[src/csk_map.vh]
// constants for the compare-and-skip decode and execute block
// assumes a 16-bit program word and an 8-bit data path
`ifndef CSK_MAP_VH
`define CSK_MAP_VH
`define CSK_OP_FAMILY     4'h6
`define CSK_OP_HI         15
`define CSK_OP_LO         12
`define CSK_SUB_HI        11
`define CSK_SUB_LO        9
`define CSK_BANK_BIT      8
`define CSK_FADDR_HI      7
`define CSK_FADDR_LO      0
`define CSK_SUB_LESS      3'h0
`define CSK_SUB_EQUAL     3'h1
`define CSK_SUB_GREATER   3'h2
`define CSK_IDX_MAX       8'h5F
`define CSK_ACC_SPLIT     8'h60
`define CSK_ACC_HI_BANK   4'hF
`define CSK_QPH_RST       4'h1
`endif

[src/csk_compare_skip.v]
// compare-and-skip decode and execute logic for an 8-bit core
// assumes a fetch stage giving each word at q1 with a two-word flag,
// and a data memory that returns the addressed byte by q3
`timescale 1ns/1ps
`include "csk_map.vh"

// Summary of operation
// - decode top nibble 0110, sub-opcode 000 less, 001 equal, 010 greater.
// - less-than carries bank bit at bit 8, file address in low byte.
// - file address spans 0 to 255; bank bit is zero or one.
// - greater skips only when byte strictly exceeds accumulator, unsigned.
// - less skips only when byte strictly below accumulator, unsigned.
// - equal skips when byte equals accumulator, else continues normally.
// - on skip, discard fetched word and run a no-operation cycle.
// - one word, one cycle; skipping a two-word instruction costs two no-op cycles.
// - q1 decode, q2 read file, q3 process, q4 no write-back.
// - bank bit zero uses access bank; one uses bank select register.
// - bank bit zero, extended set on, address up to 95: indexed offset.
// - no flags changed, no result written to accumulator or file.
// - all three compares share the same timing and quarter-phase pattern.
module csk_compare_skip (
  input  wire        ref_clk,
  input  wire        rst_b,
  input  wire [15:0] instr_word,
  input  wire        instr_valid,
  input  wire        next_is_two_word,
  input  wire [7:0]  working_accumulator_reg,
  input  wire [3:0]  bank_select_register,
  input  wire        ext_set_enable,
  input  wire [7:0]  index_base,
  input  wire [7:0]  file_rd_data,
  output reg  [3:0]  qphase,
  output reg         file_rd_en,
  output reg  [11:0] file_rd_addr,
  output reg         cmp_active,
  output reg         skip_taken,
  output reg         squash_fetch,
  output reg         nop_cycle,
  output reg         flags_write_en,
  output reg         result_write_en
);

  // quarter phases, one-hot
  localparam [3:0] Q1 = 4'h1;
  localparam [3:0] Q2 = 4'h2;
  localparam [3:0] Q3 = 4'h4;
  localparam [3:0] Q4 = 4'h8;

  // cycle states, one-hot
  localparam [2:0] ST_RUN  = 3'h1;
  localparam [2:0] ST_NOP1 = 3'h2;
  localparam [2:0] ST_NOP2 = 3'h4;

  reg        rst_meta_r;
  reg        rst_sync_r;
  wire       rst_n;

  reg [3:0]  qphase_nxt;
  reg [2:0]  state_r;
  reg [2:0]  state_nxt;
  reg [2:0]  sub_r;
  reg        bank_r;
  reg [7:0]  faddr_r;
  reg        two_word_r;
  reg        is_cmp_r;
  reg        cond;
  reg [11:0] addr_nxt;
  wire       is_cmp;
  wire [2:0] sub_op;
  wire [8:0] diff;
  wire [8:0] borrow;
  wire       fam_hit;
  reg        sub_known;
  reg        is_cmp_nxt;
  reg [2:0]  sub_nxt;
  reg        bank_nxt;
  reg [7:0]  faddr_nxt;
  reg        two_word_nxt;
  reg        cmp_active_nxt;
  reg        rd_en_nxt;
  reg [11:0] rd_addr_nxt;
  reg        skip_nxt;
  reg        nop_nxt;
  genvar     gi;

  // reset released through two stages
  always @(posedge ref_clk or negedge rst_b) begin
    if (!rst_b) begin
      rst_meta_r <= 1'b0;
      rst_sync_r <= 1'b0;
    end else begin
      rst_meta_r <= 1'b1;
      rst_sync_r <= rst_meta_r;
    end
  end
  assign rst_n = rst_sync_r;

  assign sub_op = instr_word[`CSK_SUB_HI:`CSK_SUB_LO];
  assign fam_hit = instr_valid &&
                   (instr_word[`CSK_OP_HI:`CSK_OP_LO] == `CSK_OP_FAMILY);

  // sub-opcodes 3 to 7 belong to other instructions and are left alone
  always @* begin
    case (sub_op)
      `CSK_SUB_LESS:    sub_known = 1'b1;
      `CSK_SUB_EQUAL:   sub_known = 1'b1;
      `CSK_SUB_GREATER: sub_known = 1'b1;
      default:          sub_known = 1'b0;
    endcase
  end
  assign is_cmp = fam_hit && sub_known;

  // ripple borrow chain, file minus accumulator; a compare has a whole
  // phase to settle, so look-ahead would buy nothing here
  assign borrow[0] = 1'b0;
  generate
    for (gi = 0; gi < 8; gi = gi + 1) begin : g_sub
      wire fbit;
      wire abit;
      assign fbit           = file_rd_data[gi];
      assign abit           = working_accumulator_reg[gi];
      assign diff[gi]       = fbit ^ abit ^ borrow[gi];
      assign borrow[gi + 1] = (~fbit & abit) | (~(fbit ^ abit) & borrow[gi]);
    end
  endgenerate
  // final borrow set means file byte below accumulator
  assign diff[8] = borrow[8];

  always @* begin
    case (sub_r)
      `CSK_SUB_LESS:    cond = diff[8];
      `CSK_SUB_EQUAL:   cond = (diff[7:0] == 8'h00);
      `CSK_SUB_GREATER: cond = !diff[8] && (diff[7:0] != 8'h00);
      default:          cond = 1'b0;
    endcase
  end

  // data address: access bank, banked, or indexed offset
  always @* begin
    if (bank_r) begin
      addr_nxt = {bank_select_register, faddr_r};
    end else if (ext_set_enable && (faddr_r <= `CSK_IDX_MAX)) begin
      // wraps within the low byte; a wider index is outside this block
      addr_nxt = {4'h0, index_base + faddr_r};
    end else if (faddr_r < `CSK_ACC_SPLIT) begin
      addr_nxt = {4'h0, faddr_r};
    end else begin
      addr_nxt = {`CSK_ACC_HI_BANK, faddr_r};
    end
  end

  always @* begin
    case (qphase)
      Q1:      qphase_nxt = Q2;
      Q2:      qphase_nxt = Q3;
      Q3:      qphase_nxt = Q4;
      Q4:      qphase_nxt = Q1;
      default: qphase_nxt = Q1;
    endcase
  end

  // skip choice made at q4 so the squash and the move into the no-op state take the same edge
  always @* begin
    state_nxt = state_r;
    case (state_r)
      ST_RUN: begin
        if (qphase == Q4 && is_cmp_r && cond) begin
          state_nxt = ST_NOP1;
        end
      end
      ST_NOP1: begin
        if (qphase == Q4) begin
          state_nxt = two_word_r ? ST_NOP2 : ST_RUN;
        end
      end
      ST_NOP2: begin
        if (qphase == Q4) begin
          state_nxt = ST_RUN;
        end
      end
      default: state_nxt = ST_RUN;
    endcase
  end

  // q1 capture; words offered during an inserted no-op are ignored
  always @* begin
    is_cmp_nxt     = is_cmp_r;
    sub_nxt        = sub_r;
    bank_nxt       = bank_r;
    faddr_nxt      = faddr_r;
    two_word_nxt   = two_word_r;
    cmp_active_nxt = cmp_active;
    if (qphase == Q1) begin
      if (state_r == ST_RUN) begin
        is_cmp_nxt     = is_cmp;
        sub_nxt        = sub_op;
        bank_nxt       = instr_word[`CSK_BANK_BIT];
        faddr_nxt      = instr_word[`CSK_FADDR_HI:`CSK_FADDR_LO];
        two_word_nxt   = next_is_two_word;
        cmp_active_nxt = is_cmp;
      end else begin
        is_cmp_nxt     = 1'b0;
        cmp_active_nxt = 1'b0;
      end
    end
  end

  // q2 read; the address holds until the next compare reads
  always @* begin
    rd_en_nxt   = 1'b0;
    rd_addr_nxt = file_rd_addr;
    if (qphase == Q2 && is_cmp_r && state_r == ST_RUN) begin
      rd_en_nxt   = 1'b1;
      rd_addr_nxt = addr_nxt;
    end
  end

  // q4 decision, a one-phase pulse seen during the next q1
  always @* begin
    skip_nxt = 1'b0;
    if (qphase == Q4 && is_cmp_r && state_r == ST_RUN) begin
      skip_nxt = cond;
    end
  end

  // no-op flag follows the next state so it rises with the squash
  always @* begin
    nop_nxt = (state_nxt != ST_RUN);
  end

  // quarter-phase ring
  always @(posedge ref_clk or negedge rst_n) begin
    if (!rst_n) begin
      qphase <= `CSK_QPH_RST;
    end else begin
      qphase <= qphase_nxt;
    end
  end

  // live or inserted no-op cycle
  always @(posedge ref_clk or negedge rst_n) begin
    if (!rst_n) begin
      state_r   <= ST_RUN;
      nop_cycle <= 1'b0;
    end else begin
      state_r   <= state_nxt;
      nop_cycle <= nop_nxt;
    end
  end

  // decoded fields of the word in flight
  always @(posedge ref_clk or negedge rst_n) begin
    if (!rst_n) begin
      is_cmp_r   <= 1'b0;
      sub_r      <= 3'h0;
      bank_r     <= 1'b0;
      faddr_r    <= 8'h00;
      two_word_r <= 1'b0;
      cmp_active <= 1'b0;
    end else begin
      is_cmp_r   <= is_cmp_nxt;
      sub_r      <= sub_nxt;
      bank_r     <= bank_nxt;
      faddr_r    <= faddr_nxt;
      two_word_r <= two_word_nxt;
      cmp_active <= cmp_active_nxt;
    end
  end

  // data memory request
  always @(posedge ref_clk or negedge rst_n) begin
    if (!rst_n) begin
      file_rd_en   <= 1'b0;
      file_rd_addr <= 12'h000;
    end else begin
      file_rd_en   <= rd_en_nxt;
      file_rd_addr <= rd_addr_nxt;
    end
  end

  // skip outputs; both come from one decision so they never disagree
  always @(posedge ref_clk or negedge rst_n) begin
    if (!rst_n) begin
      skip_taken   <= 1'b0;
      squash_fetch <= 1'b0;
    end else begin
      skip_taken   <= skip_nxt;
      squash_fetch <= skip_nxt;
    end
  end

  // compares never touch status or destination
  always @(posedge ref_clk or negedge rst_n) begin
    if (!rst_n) begin
      flags_write_en  <= 1'b0;
      result_write_en <= 1'b0;
    end else begin
      flags_write_en  <= 1'b0;
      result_write_en <= 1'b0;
    end
  end

endmodule // csk_compare_skip

[config.mk]
export PLATFORM = sky130hd
export DESIGN_NAME = csk_compare_skip
export DESIGN_NICKNAME = d
export VERILOG_FILES = /design/src/csk_compare_skip.v
export VERILOG_INCLUDE_DIRS = /design/src /design/src/src
export SDC_FILE = /design/constraint.sdc
export NUM_CORES = 1
export LEC_CHECK = 0
export ABC_AREA = 1
export BUFFER_PORTS_ARGS = -buffer_cell sky130_fd_sc_hd__clkbuf_2
export CELL_PAD_IN_SITES_DETAIL_PLACEMENT = 1
export CELL_PAD_IN_SITES_GLOBAL_PLACEMENT = 2
export CORE_ASPECT_RATIO = 1.2
export CORE_MARGIN = 3
export CORE_UTILIZATION = 26
export CTS_CLUSTER_SIZE = 20
export DETAILED_ROUTE_END_ITERATION = 8
export PLACE_DENSITY_LB_ADDON = 0.12
export SLEW_MARGIN = 30
export SYNTH_ARGS = -nofsm -noshare
export SYNTH_HDL_FRONTEND = slang
export SYNTH_SLANG_ARGS = --single-unit
[constraint.sdc]
create_clock -name ref_clk -period 1.1 [get_ports ref_clk]
set_input_delay 0.22 -clock ref_clk [delete_from_list [all_inputs] [get_ports ref_clk]]
set_output_delay 0.22 -clock ref_clk [all_outputs]
set_load 0.02 [all_outputs]
==> reports/metrics.csv, run 1 <==
stage;metric;value;unit
run_status;outcome;complete, but fails checks;
run_status;violated checks;setup timing;
global_route;grt met2 use;26.1;%
global_route;met1 global-route usage;15.0;%
pwr;Peak VDD IR;454;uV
layout;non-filler cells, final;492;
global_route;grt met3 use;2.67;%
global_route;vias in the first global route;2233;
floorplan;area of the core;8200;sq um
floorplan;total die area;9620;sq um
sta;RSZ-0062 raised after global routing;yes;
routing;final antenna-violating net count;0;
pwr;power per cell area;914;nW/um^2
logic_synthesis;Yosys top cell area share;40.9;%
logic_synthesis;cell taking the most area after synthesis;dfrtp_1;
floorplan;I/O pin cnt;72;
logic_synthesis;number of synthesized flops with an enable pin;0;
logic_synthesis;Cell variety after synth;29;
sta;worst setup margin;-2360;ps
sta;Final Skew;7.84;ps
critical_path;Req. time, crit path;1270;ps
global_route;largest net degree at the start of global routing;37;
sta;Slew Limit Fails;0;
sta;final setup fails;37;
clocking;TritonCTS sink count;38;
critical_path;Max Fanout on Critical Path;3;
layout;n_diodes;0;
place;DPL Wire Length;4900;um
routing;DRT Pass-1 Iters;2;
floorplan;Initial Util;26.9;%
routing;Detailed Route Iter0 Violations;53;
logic_synthesis;FF+latch count, synth;38;
logic_synthesis;ranking of synthesized cells by area;dfrtp_1, nand2_1, inv_1;
sta;final worst-path cycle share;314;%
layout;area delta synth->final;64.0;%
critical_path;CP Capture Type;flip-flop;
floorplan;# rows;36;
clocking;CTS tree;done;
clocking;Clk pin slew, worst setup/hold paths;80;ps
layout;Fillers;1000;
routing;WL/cell;12.7;um
pwr;leakage power;1.78;nW
global_route;initial antenna violation count;0;
place;gpl congestion;0.734;
clocking;clock buffer count from CTS;5;
sta;final hold vios;0;
routing;Via density;4.26;
logic_synthesis;Syn Inst Count;263;
routing;Post-Route WL;6230;um
logic_synthesis;ys async rst share;100;%
critical_path;critical path startpoint category;primary input;
layout;Sequential Area;958;sq um
clocking;CTS max path bufs;2;
critical_path;data arrival time of the worst path;3630;ps
logic_synthesis;Top FF cell, synth;dfrtp_1;
global_route;GR Overflow Total;0;
layout;Multi-input gate area;1390;sq um
logic_synthesis;Syn. warnings;0;
global_route;first-pass GRT wire length;10600;um
floorplan;Vert. Die Dim;107;um
layout;share of cells above drive strength 1;56.6;%
sta;maximum clock rate;0.289;GHz
clocking;CTS root buf;clkbuf_8;
layout;Layout Nets;442;
place;DP Cell Count;474;
floorplan;DIE WIDTH;90.1;um
routing;routed vias;2094;
place;PortBufs;69;
routing;residual DRC count;0;
global_route;gr busiest metal;met2;
worst_hold_path;Worst Hold Class;primary input to flip-flop;
clocking;htree depth;2;
run;number of max-cap violations;0;
layout;final core utilization;44.1;%
critical_path;WS Path Type;primary input to flip-flop;
clocking;insertion delay to the later sink of the worst-skew pair;290;ps
logic_synthesis;Seq/Total Area, Yosys;43.2;%
logic_synthesis;Mapped Area;2200;sq um
sta;Final min period;3460;ps
global_route;all-layer global routing usage;13.6;%
logic_synthesis;Avg Cell Area, Syn;8.38;sq um
[final cells by class]
cell class / count / share of cell area, %
Clock buffer: 7 / 2.39
Clock inverter: 1 / 0.138
Inverter: 45 / 5.54
Multi-Input combinational cell: 174 / 38.3
Sequential cell: 38 / 26.5
Tap cell: 114 / 3.95
Timing Repair Buffer: 112 / 22.9
Timing Repair inverter: 1 / 0.242
[final timing paths]
path / to / slack (ps) / cells past startpoint / from
worst max-delay path: nop_cycle / -2360 / 19 / file_rd_data[0]
worst min-delay path: faddr_r[2] / 140 / 3 / instr_word[2]
worst min register to register: file_rd_addr[0] / 230 / 1 / rst_n
max in group asynchronous: qphase[0] / 610 / 1 / rst_n
worst max register to register: file_rd_addr[6] / -410 / 10 / faddr_r[0]
min in group asynchronous: file_rd_addr[0] / 230 / 1 / rst_n
[through the flow]
| step | worst slack, ps | cell area, sq um | hold slack [ps] | power (mW) | setup TNS (ps) |
|---|---|---|---|---|---|
| finish | -2360 | 3610 | 140 | 3.30 | -17640 |
| global route | -2550 | 3610 | 138 | 3.52 | -21250 |
| floorplan | -2430 | 2350 | -75.6 | 1.91 | -14590 |
| global placement | -2670 | 3040 | 6.45 | 2.20 | -17830 |
| CTS | -2420 | 3390 | 123 | 3.31 | -17520 |
| detailed placement | -2790 | 3040 | 8.86 | 2.22 | -18530 |
[cell usage after synthesis (all sizes together), types with 4 or more instances]
master,number
a21oi,14
a31oi,4
buf,7
dfrtp,36
fa,8
ha,8
inv,44
nand2,74
nand3,16
nor2,18
nor3,7
o21ai,14
[cell usage in the layout, fill, tap and decap left out, types with 6 or more instances in the layout]
master and instances:
nand3_2 7, buf_6 18, nand2_4 6, fa_2 7, a21oi_2 6, nand2_2 20, ha_4 7, inv_1 34
a21oi_1 7, nor2_1 6, clkbuf_2 55, buf_4 28, nor2_4 8, nand2_1 48, nand3_1 7, o21ai_1 9
clkbuf_8 6, dfrtp_1 32
[metal layers]
layer | wire length (um) | up-vias
met5 | 0 | -
met4 | 90 | 0
met3 | 209 | 6
met2 | 3460 | 37
met1 | 2470 | 1005
li1 | - | 1046
[power by group]
| part | switching (mW) | internal (mW) | leakage (nW) |
|---|---|---|---|
| Combinational | 0.409 | 0.380 | 1.30 |
| Clock | 0.499 | 0.506 | 0.0482 |
| Sequential | 0.0492 | 1.46 | 0.434 |
[cells by family (layout without fill, tap and decap cells)]
logic type / after synthesis / count (layout) / synth area share, %
compound gates: 34 / 34 / 8.29
xor+xnor: 2 / 2 / 0.795
buf+inv: 52 / 166 / 11.2
fa+ha+maj: 16 / 16 / 11.8
flops: 38 / 38 / 43.2
other cells: 2 / 3 / 0.341
simple gates: 119 / 119 / 24.3
[critical path, stage by stage]
cell	delay [ps]
buf_8	80
inv_8	30
ha_4	140
fa_2	330
fa_2	350
fa_2	350
fa_2	350
fa_2	350
fa_2	340
inv_2	60
fa_1	390
inv_1	70
nand2_1	60
nor2_2	100
nand2_1	60
nand3_1	70
o211ai_1	80
nand2_1	140
nand3_2	80
[flip-flops by register name (all words and copies together) (netlist names)]
signal / cells
file_rd_addr: 12
faddr_r: 8
qphase: 4
state_r: 3
sub_r: 3
bank_r: 1
file_rd_en: 1
is_cmp_r: 1
nop_cycle: 1
rst_meta_r: 1
rst_n: 1
squash_fetch: 1
two_word_r: 1
[timing repair]
| action | 4_1_cts | 5_1_grt |
|---|---|---|
| gates resized for setup | 58 | 70 |
| setup endpoints to repair | 38 | 45 |
| endpoints found under the hold margin | 2 | 0 |
| cloned | 1 | 0 |
| hold buffers | 1 | 0 |
| pin swaps | 22 | 32 |
| buffers inserted | 5 | 6 |
(Power assumes the default switching activity.)
==> run 2: changes to the inputs <==
--- a/config.mk
+++ b/config.mk
@@ -11,10 +11,11 @@
 export CELL_PAD_IN_SITES_DETAIL_PLACEMENT = 1
 export CELL_PAD_IN_SITES_GLOBAL_PLACEMENT = 2
 export CORE_ASPECT_RATIO = 1.2
-export CORE_MARGIN = 3
+export CORE_MARGIN = 2
 export CORE_UTILIZATION = 26
 export CTS_CLUSTER_SIZE = 20
 export DETAILED_ROUTE_END_ITERATION = 8
+export HOLD_SLACK_MARGIN = 0.08
 export PLACE_DENSITY_LB_ADDON = 0.12
 export SLEW_MARGIN = 30
 export SYNTH_ARGS = -nofsm -noshare
==> constraint.sdc (replaced) <==
create_clock -name ref_clk -period 1.1 [get_ports ref_clk]
set_input_delay 0.11 -clock ref_clk [delete_from_list [all_inputs] [get_ports ref_clk]]
set_output_delay 0.11 -clock ref_clk [all_outputs]
set_load 0.02 [all_outputs]
==> reports/metrics.csv, run 2 (synthesis results as in run 1) <==
stage;metric;value;unit
run_status;outcome;complete, but fails checks;
run_status;violated checks;setup timing;
clocking;TritonCTS sink count;38;
global_route;gr busiest metal;met2;
layout;final core utilization;45.4;%
clocking;clock buffer count from CTS;5;
clocking;CTS tree;done;
critical_path;Req. time, crit path;1270;ps
routing;DRT Pass-1 Iters;3;
floorplan;I/O pin cnt;72;
sta;final setup fails;35;
layout;largest reg by FF count;file_rd_addr;
pwr;leakage power;1.84;nW
clocking;htree depth;2;
global_route;initial antenna violation count;0;
routing;routed vias;2214;
global_route;GR Overflow Total;0;
floorplan;DIE WIDTH;88.1;um
pwr;Tot Pwr;3.33;mW
floorplan;Vert. Die Dim;105;um
layout;share of cells above drive strength 1;54.4;%
global_route;grt met3 use;2.21;%
clocking;insertion delay to the later sink of the worst-skew pair;290;ps
sta;RSZ-0062 raised after global routing;yes;
sta;final worst-path cycle share;305;%
layout;non-filler cells, final;511;
critical_path;CP dominant cell by count;fa_2;
layout;registers with the most flip-flops;file_rd_addr x12, faddr_r x8, qphase x4;
place;placed cell area;3040;sq um
global_route;met1 global-route usage;17.3;%
layout;most frequent cells in the layout;clkbuf_2, nand2_1, inv_1;
place;PortBufs;69;
global_route;largest net degree at the start of global routing;37;
layout;n_diodes;0;
routing;WL/cell;12.7;um
clocking;Clk pin slew, worst setup/hold paths;70;ps
place;DPL Wire Length;4890;um
sta;Final Skew;5.83;ps
pwr;Peak VDD IR;380;uV
routing;final antenna-violating net count;0;
layout;area delta synth->final;68.8;%
sta;Slew Limit Fails;0;
run;number of max-cap violations;0;
critical_path;Max Fanout on Critical Path;3;
floorplan;# rows;36;
routing;Post-Route WL;6510;um
critical_path;crit-path cells;buf_8, inv_8, ha_4, fa_2, fa_2, fa_2, fa_2, fa_2, fa_2, inv_2, fa_1, inv_1, nand2_1, nor2_2, nand2_1, nand3_2, o211ai_1, nand2_1, nand3_2;
layout;commonest non-fill, non-tap cell in the layout;clkbuf_2;
global_route;vias in the first global route;2379;
global_route;grt met2 use;28.6;%
routing;residual DRC count;0;
layout;Layout Nets;461;
sta;maximum clock rate;0.298;GHz
place;gpl congestion;0.706;
sta;final hold vios;0;
routing;Detailed Route Iter0 Violations;30;
critical_path;CP Capture Type;flip-flop;
critical_path;Max stage delay on crit path;390;ps
place;DP Cell Count;474;
critical_path;critical path startpoint category;primary input;
clocking;CTS root buf;clkbuf_8;
routing;Via density;4.33;
clocking;CTS max path bufs;2;
global_route;all-layer global routing usage;15.3;%
critical_path;Crit-path slowest cell;fa_1;
pwr;power per cell area;894;nW/um^2
global_route;first-pass GRT wire length;11000;um
floorplan;total die area;9230;sq um
sta;Final min period;3350;ps
floorplan;area of the core;8200;sq um
floorplan;Initial Util;26.9;%
sta;worst setup margin;-2250;ps
critical_path;WS Path Type;primary input to flip-flop;
layout;design area;3720;sq um
worst_hold_path;Worst Hold Class;primary input to asynchronous set/reset pin;
critical_path;data arrival time of the worst path;3520;ps
layout;max reg flops;12;
sta;Hold WS;135;ps
## run 2: cell types whose count changed in the layout (fill, tap and decap cells not counted), sizes merged
cell,change
clkinv,-1
dlygate4sd3,+17
clkbuf,+8
buf,-5
## run 2: metrics by stage
stage | setup WS [ps] | setup TNS [ps]
final | -2250 | -16330
after global routing | -2430 | -19680
after CTS | -2290 | -16630
after detailed placement | -2670 | -17760
after global placement | -2550 | -16570
after floorplan | -2320 | -14150
## run 2: cell type report
type	count	area (sq um)
inverters	45	198
fillers	1000	4480
repair buffers	131	982
repair inverters	1	8.76
clock buffers	8	90.1
flip-flops and latches	38	961
well taps	114	143
multi-input cells	174	1340
## run 2: worst paths after layout
check	startpoint	end	slack, ps	depth (start not counted)
worst max-delay path	file_rd_data[0]	nop_cycle	-2250	19
worst min-delay path	rst_b	rst_n	130	2
worst max register to register	faddr_r[4]	file_rd_addr[6]	-410	8
worst min register to register	rst_n	faddr_r[1]	220	1
max in group asynchronous	rst_n	qphase[0]	620	1
min in group ref_clk	index_base[7]	file_rd_addr[7]	210	6
## run 2: report_power, final
group | internal (mW) | total, mW | switching [mW]
registers | 1.46 | 1.51 | 0.0506
logic | 0.409 | 0.819 | 0.410
clock network | 0.512 | 0.999 | 0.487
total | 2.38 | 3.33 | 0.948
## run 2: metal layers
layer	share of wire, %	wire (um)
met5	0	0
met3	2.8	185
met1	40	2630
met4	1.4	93
met2	55	3600
## run 2: timing repair
action                     CTS  global route
setup endpoints to repair   35            37
gates resized for setup     60            43
buffers inserted             6             5
gates cloned                 1             0
hold endpoints to repair    19             0
pin swaps                   23            18
hold buffers                18             0
## run 2: worst max-delay path: cells and delay by family
| kind | cells | cell delay, ps |
|---|---|---|
| buffers and inverters | 4 | 230 |
| AO/OA/AOI/OAI | 1 | 90 |
| AND/OR/NAND/NOR | 6 | 510 |
| adder cells (fa/ha/maj) | 8 | 2570 |
